--- config.mk ---
export PLATFORM = sky130hd
export DESIGN_NAME = dcsp_peripheral
export DESIGN_NICKNAME = d
export VERILOG_FILES = /design/src/pkg/dcsp_pkg.sv /design/src/hdl/dcsp_sync.sv /design/src/hdl/dcsp_peripheral.sv
export VERILOG_INCLUDE_DIRS = /design/src /design/src/pkg
export SDC_FILE = /design/constraint.sdc
export NUM_CORES = 1
export LEC_CHECK = 0
export ABC_AREA = 1
export BUFFER_PORTS_ARGS = -buffer_cell sky130_fd_sc_hd__buf_2
export CAP_MARGIN = 40
export CORE_MARGIN = 4
export CORE_UTILIZATION = 30
export CTS_BUF_LIST = sky130_fd_sc_hd__clkbuf_16
export DETAILED_ROUTE_END_ITERATION = 12
export SETUP_SLACK_MARGIN = 0.1
export SYNTH_ARGS = -nofsm -noshare
export SYNTH_HDL_FRONTEND = slang
export SYNTH_HIERARCHICAL = 1
export SYNTH_SLANG_ARGS = --single-unit
--- constraint.sdc ---
create_clock -name clock_in -period 4 [get_ports clock_in]
set_input_delay 0 -clock clock_in [delete_from_list [all_inputs] [get_ports clock_in]]
set_output_delay 0 -clock clock_in [all_outputs]
set_load 0.005 [all_outputs]
--- src/pkg/dcsp_cfg.svh ---
/*
 Constants for the daisy chain serial peripheral: register offsets, reset values,
 field positions and frame codes. Assumes inclusion by bare name from design files.
*/
`ifndef DCSP_CFG_SVH
`define DCSP_CFG_SVH
// Register offsets.
`define DCSP_ADDR_IDENTITY   6'h00
`define DCSP_ADDR_DIGEST     6'h01
`define DCSP_ADDR_STAT1      6'h02
`define DCSP_ADDR_STAT2      6'h03
`define DCSP_ADDR_COMMAND    6'h08
`define DCSP_ADDR_OUTCTL     6'h09
`define DCSP_ADDR_CFG_FIRST  6'h0a
`define DCSP_ADDR_CFG_LAST   6'h0d
// Reset values.
`define DCSP_RST_DIGEST      8'h40
`define DCSP_RST_STAT1       8'h00
`define DCSP_RST_STAT2       8'h80
`define DCSP_RST_COMMAND     8'h09
`define DCSP_RST_OUTCTL      8'h0c
// Configuration bytes, the lowest address in bits 7:0.
`define DCSP_RST_CFG         32'h04400010
// Field positions.
`define DCSP_BIT_CHAIN       7
`define DCSP_BIT_READ        6
`define DCSP_BIT_PUMP_UV     5
`define DCSP_BIT_CLEAR_HDR   5
`define DCSP_BIT_FAULT_CLR   7
`define DCSP_LOCK_MSB        2
`define DCSP_LOCK_LSB        0
`define DCSP_LOCK_ON         3'h6
`define DCSP_OUTLOCK_MSB     3
`define DCSP_OUTLOCK_LSB     2
`define DCSP_OUTLOCK_ON      2'h2
// Byte prefixes of the chain protocol.
`define DCSP_HDR_PREFIX      2'h2
`define DCSP_PASS_PREFIX     2'h3
`define DCSP_STATUS_TOP      2'h3
`endif

--- src/pkg/dcsp_pkg.sv ---
/*
 Types for the daisy chain serial peripheral. Assumes nothing beyond the language.
*/
package dcsp_pkg;
   // Frame phase as seen by this device.
   typedef enum logic [2:0] {DCSP_IDLE, DCSP_STATUS, DCSP_CHAIN_CLEAR_HEADER, DCSP_CMDS, DCSP_DATAS} dcsp_phase_e;
endpackage

--- src/hdl/dcsp_sync.sv ---
/*
 Two flip-flop synchroniser for one pin level.
 Assumes the pin is asynchronous to clock_in.
*/
`timescale 1ns/100ps
module dcsp_sync
(
   // Clock and reset.
   input  wire logic clock_in,
   input  wire logic srst_in,
   // Pin and synchronised level.
   input  wire logic pin_in,
   input  wire logic reset_level_in,
   output logic      level_out
);
   // State: first and second stage.
   typedef struct packed {logic s1; logic s2;} dcsp_sync_s;
   dcsp_sync_s state;
   dcsp_sync_s next_state;

   // The first stage feeds only the second one.
   always_comb
   begin
      next_state.s1 = pin_in;
      next_state.s2 = state.s1;
   end

   // Register both stages.
   always_ff @(posedge clock_in)
   begin
      if (srst_in)
      begin
         // Both stages start at the pin's idle level, so no false edge follows reset.
         state <= {reset_level_in, reset_level_in};
      end
      else
      begin
         state <= next_state;
      end
   end

   assign level_out = state.s2;
endmodule

--- src/hdl/dcsp_peripheral.sv ---
/*
 Serial peripheral of a half-bridge driver with standard and daisy chain frames.
 Assumes the link pins are asynchronous and are oversampled by clock_in at 50 MHz.
*/
//******************************************************************************
// Summary of operation
//******************************************************************************
`timescale 1ns/100ps
`include "dcsp_cfg.svh"
module dcsp_peripheral
#(
   parameter logic [7:0] IDENTITY = 8'h5a   // Arbitrary identity value.
)
(
   // Clock and reset.
   input  wire logic       clock_in,
   input  wire logic       srst_in,
   // Serial link pins.
   input  wire logic       chip_select_n_in,
   input  wire logic       sclk_in,
   input  wire logic       sdi_in,
   output logic            sdo_out,
   output logic            sdo_oe_out,
   // Fault sources from the driver core.
   input  wire logic [1:0] open_load_active_in,
   input  wire logic [1:0] low_side_overcurrent_in,
   input  wire logic [1:0] high_side_overcurrent_in,
   input  wire logic       pump_undervoltage_in,
   input  wire logic [3:0] other_faults_in,
   // Control outputs.
   output logic [7:0]      out_control_out,
   output logic [31:0]     config_out,
   output logic            fault_clear_out,
   output logic            frame_error_out
);
   //***************************************************************************
   // Pin synchronisers
   //***************************************************************************
   logic cs_n;    // Synchronised chip select.
   logic sclk;    // Synchronised serial clock.
   logic sdi;     // Synchronised data in.
   dcsp_sync u_cs   (.clock_in(clock_in), .srst_in(srst_in), .pin_in(chip_select_n_in),
                     .reset_level_in(1'b1), .level_out(cs_n));
   dcsp_sync u_sclk (.clock_in(clock_in), .srst_in(srst_in), .pin_in(sclk_in),
                     .reset_level_in(1'b0), .level_out(sclk));
   dcsp_sync u_sdi  (.clock_in(clock_in), .srst_in(srst_in), .pin_in(sdi_in),
                     .reset_level_in(1'b0), .level_out(sdi));

   //***************************************************************************
   // State
   //***************************************************************************
   typedef struct packed
   {
      logic        cs_d;        // Previous chip select.
      logic        sclk_d;      // Previous serial clock.
      logic [2:0]  bitc;        // Bit within byte.
      logic [6:0]  bytec;       // Bytes in this frame.
      logic [7:0]  shin;        // Input shift register.
      logic [7:0]  shout;       // Output shift register.
      logic [7:0]  prev_byte;   // Last whole byte received.
      dcsp_pkg::dcsp_phase_e phase;
      logic        chain;       // Frame is a chain frame.
      logic [5:0]  pos;         // Status bytes before header.
      logic [5:0]  count;       // Chain device count.
      logic [5:0]  idx;         // Index inside command or data group.
      logic        clr_hdr;     // Global fault clear requested.
      logic        bad;         // Error found during frame.
      logic [7:0]  cmd;         // Own command byte.
      logic [7:0]  data;        // Own data byte.
      logic        sdo;         // Output bit.
      logic        oe;          // Output enable.
      logic        ferr;        // Frame error flag.
      logic        fclr;        // Fault clear pulse.
      logic [7:0]  command;     // Command register.
      logic [7:0]  outctl;      // Output control register.
      logic [31:0] cfg;         // Configuration registers.
      logic [3:0]  scratch;     // Spare scratch bits in status two.
   } dcsp_s;
   dcsp_s st;
   dcsp_s nx;

   // Summary bits and status registers.
   logic [7:0] digest;
   logic [7:0] stat1;
   logic [7:0] stat2;
   logic       open_load_active;
   logic       ocpl;
   logic       ocph;
   assign open_load_active  = |open_load_active_in;
   assign ocpl = |low_side_overcurrent_in;
   assign ocph = |high_side_overcurrent_in;
   // Digest: bit 6 reads one after reset as the ready indicator.
   assign digest = {1'b0, 1'b1, pump_undervoltage_in, open_load_active | ocpl | ocph, other_faults_in};
   assign stat1  = {2'h0, open_load_active, ocph, ocpl, 3'h0};
   assign stat2  = {1'b1, 3'h0, st.scratch};

   // Register read mux, value before any write.
   function automatic logic [7:0] rd(input logic [5:0] a, input dcsp_s s);
      logic [7:0] v;
      v = 8'h00;
      if (a == `DCSP_ADDR_IDENTITY) v = IDENTITY;
      else if (a == `DCSP_ADDR_DIGEST) v = digest;
      else if (a == `DCSP_ADDR_STAT1) v = stat1;
      else if (a == `DCSP_ADDR_STAT2) v = stat2;
      else if (a == `DCSP_ADDR_COMMAND) v = s.command;
      else if (a == `DCSP_ADDR_OUTCTL) v = s.outctl;
      else if (a >= `DCSP_ADDR_CFG_FIRST && a <= `DCSP_ADDR_CFG_LAST)
         v = s.cfg[8 * (a - `DCSP_ADDR_CFG_FIRST) +: 8];
      return v;
   endfunction

   // Whether the address is a mapped register.
   function automatic logic mapped(input logic [5:0] a);
      return (a <= `DCSP_ADDR_STAT2) || (a >= `DCSP_ADDR_COMMAND && a <= `DCSP_ADDR_CFG_LAST);
   endfunction

   //***************************************************************************
   // Next state
   //***************************************************************************
   logic       rise;
   logic       fall;
   logic [7:0] byte_in;
   logic [7:0] status;
   logic       own;
   logic [5:0] from_far;
   logic       newerr;      // An error is found at this frame end.
   always_comb
   begin
      nx = st;
      nx.cs_d = cs_n;
      nx.sclk_d = sclk;
      nx.fclr = 1'b0;
      rise = !cs_n && sclk && !st.sclk_d;
      fall = !cs_n && !sclk && st.sclk_d;
      byte_in = {st.shin[6:0], sdi};
      newerr = 1'b0;
      status = {`DCSP_STATUS_TOP, digest[5:0]};
      status[`DCSP_BIT_PUMP_UV] = st.ferr;
      own = 1'b0;
      from_far = st.count - st.pos - 6'h01;
      nx.oe = !cs_n;
      if (st.cs_d && !cs_n)
      begin
         // Frame opens: load status byte as the first output byte.
         nx.shout = status;
         nx.sdo = status[7];
      end
      // Launch on rising edge.
      // The first rise of a byte launches its top bit; on the first byte it repeats the preloaded bit.
      if (rise)
      begin
         nx.sdo = st.shout[7];
      end
      if (fall)
      begin
         nx.shin = byte_in;
         nx.shout = {st.shout[6:0], 1'b0};
         nx.bitc = st.bitc + 3'h1;
         if (st.bitc == 3'h7)
         begin
            nx.bytec = st.bytec + 7'h01;
            nx.prev_byte = byte_in;
            nx.shout = byte_in;
            case (st.phase)
               dcsp_pkg::DCSP_IDLE:
               begin
                  if (byte_in[`DCSP_BIT_CHAIN] == 1'b0)
                  begin
                     nx.cmd = byte_in;
                     nx.chain = 1'b0;
                     nx.phase = dcsp_pkg::DCSP_DATAS;
                     nx.shout = rd(byte_in[5:0], st);
                  end
                  else if (byte_in[7:6] == `DCSP_HDR_PREFIX)
                  begin
                     nx.chain = 1'b1;
                     nx.count = byte_in[5:0];
                     if (byte_in[5:0] == 6'h00) nx.bad = 1'b1;
                     nx.phase = dcsp_pkg::DCSP_CHAIN_CLEAR_HEADER;
                  end
                  else
                  begin
                     nx.pos = st.pos + 6'h01;
                  end
                  // Status and pass bytes are only counted, never processed.
               end
               dcsp_pkg::DCSP_CHAIN_CLEAR_HEADER:
               begin
                  nx.clr_hdr = byte_in[`DCSP_BIT_CLEAR_HDR];
                  if (byte_in[7:6] != `DCSP_HDR_PREFIX) nx.bad = 1'b1;
                  nx.idx = 6'h00;
                  nx.phase = dcsp_pkg::DCSP_CMDS;
               end
               dcsp_pkg::DCSP_CMDS:
               begin
                  if (st.idx == from_far)
                  begin
                     nx.cmd = byte_in;
                     own = 1'b1;
                  end
                  nx.idx = st.idx + 6'h01;
                  if (st.idx + 6'h01 == st.count)
                  begin
                     nx.idx = 6'h00;
                     nx.phase = dcsp_pkg::DCSP_DATAS;
                  end
               end
               dcsp_pkg::DCSP_DATAS:
               begin
                  if (!st.chain || st.idx == from_far) nx.data = byte_in;
                  nx.idx = st.idx + 6'h01;
                  if (!st.chain) nx.phase = dcsp_pkg::DCSP_STATUS;
               end
               default:
               begin
                  // Extra bytes past a standard frame only mark the frame as long.
                  nx.bad = 1'b1;
               end
            endcase
            if (own) nx.shout = rd(byte_in[5:0], st);
         end
      end
      // Frame closes.
      if (!st.cs_d && cs_n)
      begin
         // Check exact length.
         // Every device of a chain sees the same 16 plus 16 per device clocks.
         if (st.bitc != 3'h0 || st.bad || st.phase == dcsp_pkg::DCSP_IDLE ||
             st.phase == dcsp_pkg::DCSP_CHAIN_CLEAR_HEADER || st.phase == dcsp_pkg::DCSP_CMDS ||
             (!st.chain && st.bytec != 7'h02) ||
             (st.chain && st.bytec != {st.count, 1'b0} + 7'h02))
         begin
            nx.ferr = 1'b1;
            newerr = 1'b1;
         end
         else if (!mapped(st.cmd[5:0]))
         begin
            nx.ferr = 1'b1;
            newerr = 1'b1;
         end
         else if (!st.cmd[`DCSP_BIT_READ])
         begin
            if (st.cmd[5:0] == `DCSP_ADDR_COMMAND)
            begin
               nx.command = st.data;
               if (st.data[`DCSP_BIT_FAULT_CLR]) nx.fclr = 1'b1;
            end
            else if (st.cmd[5:0] == `DCSP_ADDR_OUTCTL)
            begin
               if (st.outctl[`DCSP_OUTLOCK_MSB:`DCSP_OUTLOCK_LSB] != `DCSP_OUTLOCK_ON ||
                   st.data[`DCSP_OUTLOCK_MSB:`DCSP_OUTLOCK_LSB] != `DCSP_OUTLOCK_ON)
                  nx.outctl = st.data;
            end
            else if (st.cmd[5:0] == `DCSP_ADDR_STAT2)
               nx.scratch = st.data[3:0];
            else if (st.cmd[5:0] >= `DCSP_ADDR_CFG_FIRST &&
                     st.command[`DCSP_LOCK_MSB:`DCSP_LOCK_LSB] != `DCSP_LOCK_ON)
               nx.cfg[8 * (st.cmd[5:0] - `DCSP_ADDR_CFG_FIRST) +: 8] = st.data;
         end
         if (st.chain && st.clr_hdr) nx.fclr = 1'b1;
         // A new error in the same frame wins over the clear.
         if (nx.fclr && !newerr) nx.ferr = 1'b0;
      end
      if (cs_n)
      begin
         nx.bitc = 3'h0;
         nx.bytec = 7'h00;
         nx.phase = dcsp_pkg::DCSP_IDLE;
         nx.pos = 6'h00;
         nx.idx = 6'h00;
         nx.bad = 1'b0;
         nx.chain = 1'b0;
         nx.clr_hdr = 1'b0;
      end
   end

   // Register the state.
   always_ff @(posedge clock_in)
   begin
      if (srst_in)
      begin
         st <= '0;
         st.cs_d <= 1'b1;
         st.phase <= dcsp_pkg::DCSP_IDLE;
         st.command <= `DCSP_RST_COMMAND;
         st.outctl <= `DCSP_RST_OUTCTL;
         st.cfg <= `DCSP_RST_CFG;
      end
      else
      begin
         st <= nx;
      end
   end

   assign sdo_out = st.sdo;
   assign sdo_oe_out = st.oe;
   assign out_control_out = st.outctl;
   assign config_out = st.cfg;
   assign fault_clear_out = st.fclr;
   assign frame_error_out = st.ferr;

   //***************************************************************************
   // Assertions
   //***************************************************************************
   AST_RELEASED: assert property (@(posedge clock_in) disable iff (srst_in)
      cs_n |=> !sdo_oe_out) else $error("Output driven while deselected.");
   AST_BITS_CLEAR: assert property (@(posedge clock_in) disable iff (srst_in)
      cs_n |=> (st.bitc == 3'h0 && st.bytec == 7'h00)) else $error("Counters not reset.");
   AST_STATUS_TOP: assert property (@(posedge clock_in) disable iff (srst_in)
      (st.cs_d && !cs_n) |=> st.shout[7:6] == 2'h3) else $error("Status top bits not ones.");
   AST_ERR_BIT: assert property (@(posedge clock_in) disable iff (srst_in)
      (st.cs_d && !cs_n) |=> st.shout[5] == $past(st.ferr)) else $error("Status lacks error flag.");
   AST_SUMMARY: assert property (@(posedge clock_in) disable iff (srst_in)
      stat1[5] == (open_load_active_in[0] | open_load_active_in[1])) else $error("Open load summary wrong.");
   AST_NA_ZERO: assert property (@(posedge clock_in) disable iff (srst_in)
      stat1[7:6] == 2'h0 && stat1[2:0] == 3'h0) else $error("Unavailable bits not zero.");
   AST_LOCK: assert property (@(posedge clock_in) disable iff (srst_in)
      (st.command[2:0] == `DCSP_LOCK_ON) |=> $stable(st.cfg)) else $error("Locked config changed.");
   AST_SHORT: assert property (@(posedge clock_in) disable iff (srst_in)
      (!st.cs_d && cs_n && st.bitc != 3'h0) |=> (st.ferr && $stable(st.cfg) && $stable(st.outctl)))
      else $error("Short frame accepted.");
   AST_FCLR: assert property (@(posedge clock_in) disable iff (srst_in)
      st.fclr |-> st.cs_d && !$past(st.cs_d) && $past(cs_n)) else $error("Clear outside frame end.");
endmodule

==> results of run 1 <==
[power by group through the flow]
stage          sequential [mW]  clock, mW  combinational (mW)
2_1_floorplan             1.34          0               0.118
3_3_place_gp              1.35          0               0.167
3_5_place_dp              1.35          0               0.170
4_1_cts                   1.32       1.44               0.177
5_1_grt                   1.32       1.49               0.204
6_report                  1.32       1.41               0.177
[path summary, 6_finish.rpt]
path | from | to | slack (ns) | depth (start not counted)
setup / recovery | st[65] | register | 0.64 | 21
hold / removal | srst_in | st[130] | 0.08 | 2
setup reg to reg | st[65] | register | 0.64 | 21
hold reg to reg | u_sdi/next_state[0] | u_sdi/level_out | 0.42 | 2
[worst max-delay path, cell delays in order (launching register included)]
cell	delay (ns)
dfxtp_1	0.43
inv_1	0.14
ha_1	0.25
inv_1	0.06
nand2_1	0.07
nand2_2	0.11
inv_2	0.05
nor3_1	0.32
nand2_1	0.10
ha_1	0.29
inv_1	0.05
nor2_1	0.08
nand3_1	0.07
nor3_1	0.20
nand3_2	0.11
o21ai_2	0.13
nand3_2	0.15
nor2_8	0.22
nand2_2	0.21
nand2_1	0.11
nand2_1	0.05
nor2_1	0.12
[area by class of cell]
class	instances	share of cell area [%]
clock buffers	17	5.040
inverters	154	6.893
multi-input cells	764	46.31
well taps	324	4.803
clock inverters	14	1.201
repair buffers	77	5.396
flip-flops and latches	128	30.36
[stage by stage]
| stage | setup slack [ns] | std cells | util, % | power, mW |
|---|---|---|---|---|
| 2_1_floorplan | 1.056 | 1114 | - | 1.455 |
| 3_3_place_gp | 0.8728 | 1436 | 31.91 | 1.515 |
| 3_5_place_dp | 0.7096 | 1437 | 31.94 | 1.518 |
| 4_1_cts | 0.6922 | 1478 | 34.50 | 2.936 |
| 5_1_grt | 0.2784 | 1478 | 34.50 | 3.018 |
| 6_report | 0.6386 | 1478 | 34.50 | 2.913 |
[synth_stat cells, drive strengths merged (4+ instances only)]
library cell,number
a211oi,16
a21oi,91
buf,48
clkbuf,20
dfxtp,128
ha,29
inv,151
nand2,215
nand3,76
nand4,16
nor2,157
nor3,16
nor4,4
o211ai,8
o21ai,93
o22ai,7
xnor2,5
xor2,13
[kinds of logic after synthesis]
| logic type | share of synthesized area, % |
|---|---|
| AOI/OAI and AO/OA | 15.95 |
| xor gates and xnor gates | 2.104 |
| adders and majority gates | 5.110 |
| buffers and inverters | 13.68 |
| DFF | 34.20 |
| other | 0.1002 |
| and+or+nand+nor | 28.86 |
[what timing repair did]
| action | 4_1_cts | 5_1_grt |
|---|---|---|
| resized for setup | 0 | 0 |
| hold buffers | 10 | 0 |
| endpoints found under the hold margin | 8 | 0 |
[per-layer routing]
layer  share of wire, %  wire [µm]
met4                2.0        405
met3                3.9        786
met1                 47       9527
met2                 47       9570
met5                  0          0
==> impl_metrics.tcl, run 1 <==
set metrics [dict create \
    rsz0062_at_grt "no" \
    fin_tns_setup_ns 0 \
    dpl.hpwl_um 14800 \
    nNetsFinal 1188 \
    grt_pass1_wl_um 33320 \
    via_per_inst 4.716 \
    worstHoldPathType "in -> reg" \
    cts_buffer_depth 2 \
    clk_pin_slew_ns 0.06 \
    clk_latency_ns 0.43 \
    yosys_warnings 6 \
    htreeDepth 4 \
    syn_to_final_growth_pct 12.66 \
    clkPwrFrac_pct 48.5 \
    p_sw_mw 0.7218 \
    post_cts_buffers 0 \
    pin_count 60 \
    setup_viol 0 \
    p_leak_nw 3.849 \
    numPortBuffers 59 \
    crit_path_end_kind "register" \
    seqCellArea_um2 2562 \
    p_comb_share_pct 6.1 \
    num_vias 6970 \
    drt-total-wl_um 20290 \
    cts_tree "yes" \
    antenna_found_initial 0 \
    diodes 0 \
    grt_use_met1_pct 18.80 \
    multi_input_area_um2 3909 \
    ys_seq_elements 128 \
    ys_types 46 \
    switching_share_pct 24.78 \
    hold_violations 0 \
    synth_seq_area_share_pct 34.20 \
    use_met2_pct 24.31 \
    first_pass_iters 7 \
    placed_area_um2 7814 \
    ant_nets 0 \
    start_kind "register" \
    final_cell_mix "210 x nand2_1, 153 x nor2_1, 145 x inv_1, 128 x dfxtp_1, 91 x a21oi_1" \
    p_per_area_nw_per_um2 345.1 \
    post_synth.cell_area_avg_um2 6.732 \
    seqPwrFrac_pct 45.4 \
    gp_congestion 0.8958 \
    cts-root-buf "clkbuf_16" \
    fin_crit_sh_pct 84.04 \
    cap_violations 0 \
    whs_ns 0.08088 \
    met3_usage_pct 2.904 \
    layout-drive-gt1-share_pct 10.92 \
    yosys.area.top_type "dfxtp_1" \
    final_area_um2 8441 \
    cts_buffers 17 \
    layout_min_cycle_time_ns 3.361 \
    grt_pass1_vias 6579 \
    ys.flop_type "dfxtp_1" \
    synth_top_area_share_pct 34.20 \
    async_flop_share_pct 0 \
    synth_area_leaders "dfxtp_1 34%, nand2_1 11%, nor2_1 7.7%" \
    worstPathRequired_ns 4.36 \
    grt_start_max_net_pins 72 \
    drc 0 \
    synth_area_um2 7492 \
    grt_usage_pct 14.52 \
    post_drt_wl_per_cell_um 13.73 \
    arrival_ns 3.72 \
    netlist_instances 1113 \
    start_util_pct 30.63 \
    critPathKind "reg -> reg" \
    overflow 0 \
    finClkSkew_ns 0.008799 \
    max_slew_margin_pct 53.48 \
    drt-initial-drc-count 479 \
    drv_slew 0 \
    synth_edf_count 0 \
    nFillCells 2630 \
    rows 57 \
    worstMarginPinSlew_ns 0.6978 \
    vdd.ir_drop.worst_mv 0.2828 \
    outcome "complete, no violations" \
    die_h_um 166.0 \
    dieWidth_um 166.0 \
    clkSinkCount 128 \
    coreArea_um2 24460 \
    die_area_um2 27570 \
    intPower_mw 2.191 \
    grt.busiest_layer "met2" \
    clock.fmax_ghz 0.2975 \
    layout_commonest_cell "nand2_1" \
    crit_fanout 15 \
]
Power figures use the tool's default switching activity.
==> run 2, diff against run 1 <==
- clock period: 4 -> 3.2 ns (I/O delays scaled with it)
==> impl_metrics.tcl, run 2 (synthesis results as in run 1) <==
set metrics [dict create \
    outcome "complete, no violations" \
    cp_slowest_cell "dfxtp_2" \
    final_area_um2 8813 \
    worstMarginPinSlew_ns 0.8446 \
    gp_congestion 0.8881 \
    finClkSkew_ns 0.009504 \
    layout-drive-gt1-share_pct 15.19 \
    cap_violations 0 \
    start_util_pct 30.63 \
    ant_nets 0 \
    whs_ns 0.1012 \
    cts-root-buf "clkbuf_16" \
    max_slew_margin_pct 43.49 \
    drc 0 \
    finalWorstSetupSlack_ns 0.2181 \
    clk_pin_slew_ns 0.06 \
    arrival_ns 3.33 \
    cts_tree "yes" \
    clock.fmax_ghz 0.3354 \
    drv_slew 0 \
    drt-total-wl_um 21010 \
    hold_violations 0 \
    placed_area_um2 7859 \
    cts_buffer_depth 2 \
    pre_cts_slack_ns 0.07509 \
    overflow 0 \
    layout_min_cycle_time_ns 2.982 \
    p_total_mw 3.889 \
    fin_crit_sh_pct 93.18 \
    fin_util_pct 36.03 \
    worstPathRequired_ns 3.55 \
    dpl.hpwl_um 15000 \
    p_leak_nw 3.973 \
    grt_usage_pct 14.45 \
    crit_fanout 8 \
    grt_pass1_vias 6692 \
    grt_pass1_wl_um 33230 \
    post_drt_wl_per_cell_um 14.11 \
    syn_to_final_growth_pct 17.64 \
    slowest_delay_ns 0.33 \
    nNetsFinal 1201 \
    critPathKind "reg -> reg" \
    clk_latency_ns 0.42 \
    antenna_found_initial 0 \
    setup_viol 0 \
    p_per_area_nw_per_um2 441.3 \
    final_cell_mix "197 x nand2_1, 149 x nor2_1, 139 x inv_1, 125 x dfxtp_1, 91 x a21oi_1" \
    wl_met2_um 9967 \
    rows 57 \
    fin_tns_setup_ns 0 \
    via_per_inst 4.874 \
    worstHoldPathType "in -> reg" \
    top_layer "met4" \
    rrSetupSlack_ns 0.22 \
    final_cell_count_no_fill 1489 \
    die_h_um 166.0 \
    wl_met1_um 9437 \
    drt-initial-drc-count 456 \
    path_cells "buf_4 -> o211ai_1 -> nand2_2 -> nor3_4 -> nand2_1 -> ha_1 -> inv_2 -> nand3_2 -> nor2_2 -> nand4_1 -> o21bai_1 -> nand3_2 -> nor2_8 -> nand3_4 -> nand2_2 -> nand2_1 -> nor2_1" \
    num_vias 7258 \
    pin_count 60 \
    cts_buffers 17 \
    start_kind "register" \
    dieWidth_um 166.0 \
    diodes 0 \
    dp.cells 1443 \
    vdd.ir_drop.worst_mv 0.3528 \
    numPortBuffers 59 \
    first_pass_iters 8 \
    crit_path_end_kind "register" \
    die_area_um2 27570 \
    layout_commonest_cell "nand2_1" \
    coreArea_um2 24460 \
    grt_start_max_net_pins 72 \
    rsz0062_at_grt "yes" \
    met3_length_um 1017 \
    clkSinkCount 128 \
    htreeDepth 4 \
]
-- run 2: worst max-delay path: cells and delay by family (launching register included) --
| kind | cells | cell delay, ns |
|---|---|---|
| adders and majority gates | 1 | 0.30 |
| DFF | 1 | 0.33 |
| and+or+nand+nor | 12 | 1.67 |
| buffers and inverters | 2 | 0.23 |
| AOI/OAI and AO/OA | 2 | 0.40 |
-- run 2: area by class of cell --
type	count	area, µm²
Clock buffer	17	425.4
Tap cell	324	405.4
Sequential cell	128	2566
Fill cell	2595	15650
Clock inverter	12	168.9
Timing Repair Buffer	88	546.8
Inverter	154	586.8
Multi-Input combinational cell	766	4114
-- run 2: report_power, final --
group | internal, mW | switching, mW
registers | 1.62 | 0.0268
clock network | 1.28 | 0.730
logic | 0.0756 | 0.152
total | 2.98 | 0.908
-- run 2: metal layers --
metal,vias to the layer above,GRT usage (%)
li1,3674,-
met4,0,5.739
met5,-,0
met3,49,2.595
met2,211,24.02
met1,3324,18.62
-- run 2: worst paths after layout --
| kind | from | end | cells after the start |
|---|---|---|---|
| max reg2reg | st[65] | register | 17 |
| min | srst_in | st[130] | 2 |
| min reg2reg | u_sdi/next_state[0] | u_sdi/level_out | 2 |
| max | st[65] | register | 17 |
-- run 2: repair_timing --
action | in CTS | in global routing
pin swaps | 0 | 20
buffers inserted | 0 | 6
setup endpoints to repair | 22 | 47
endpoints found under the hold margin | 8 | 0
hold buffers | 9 | 0
gates cloned | 0 | 2
gates resized for setup | 1 | 50
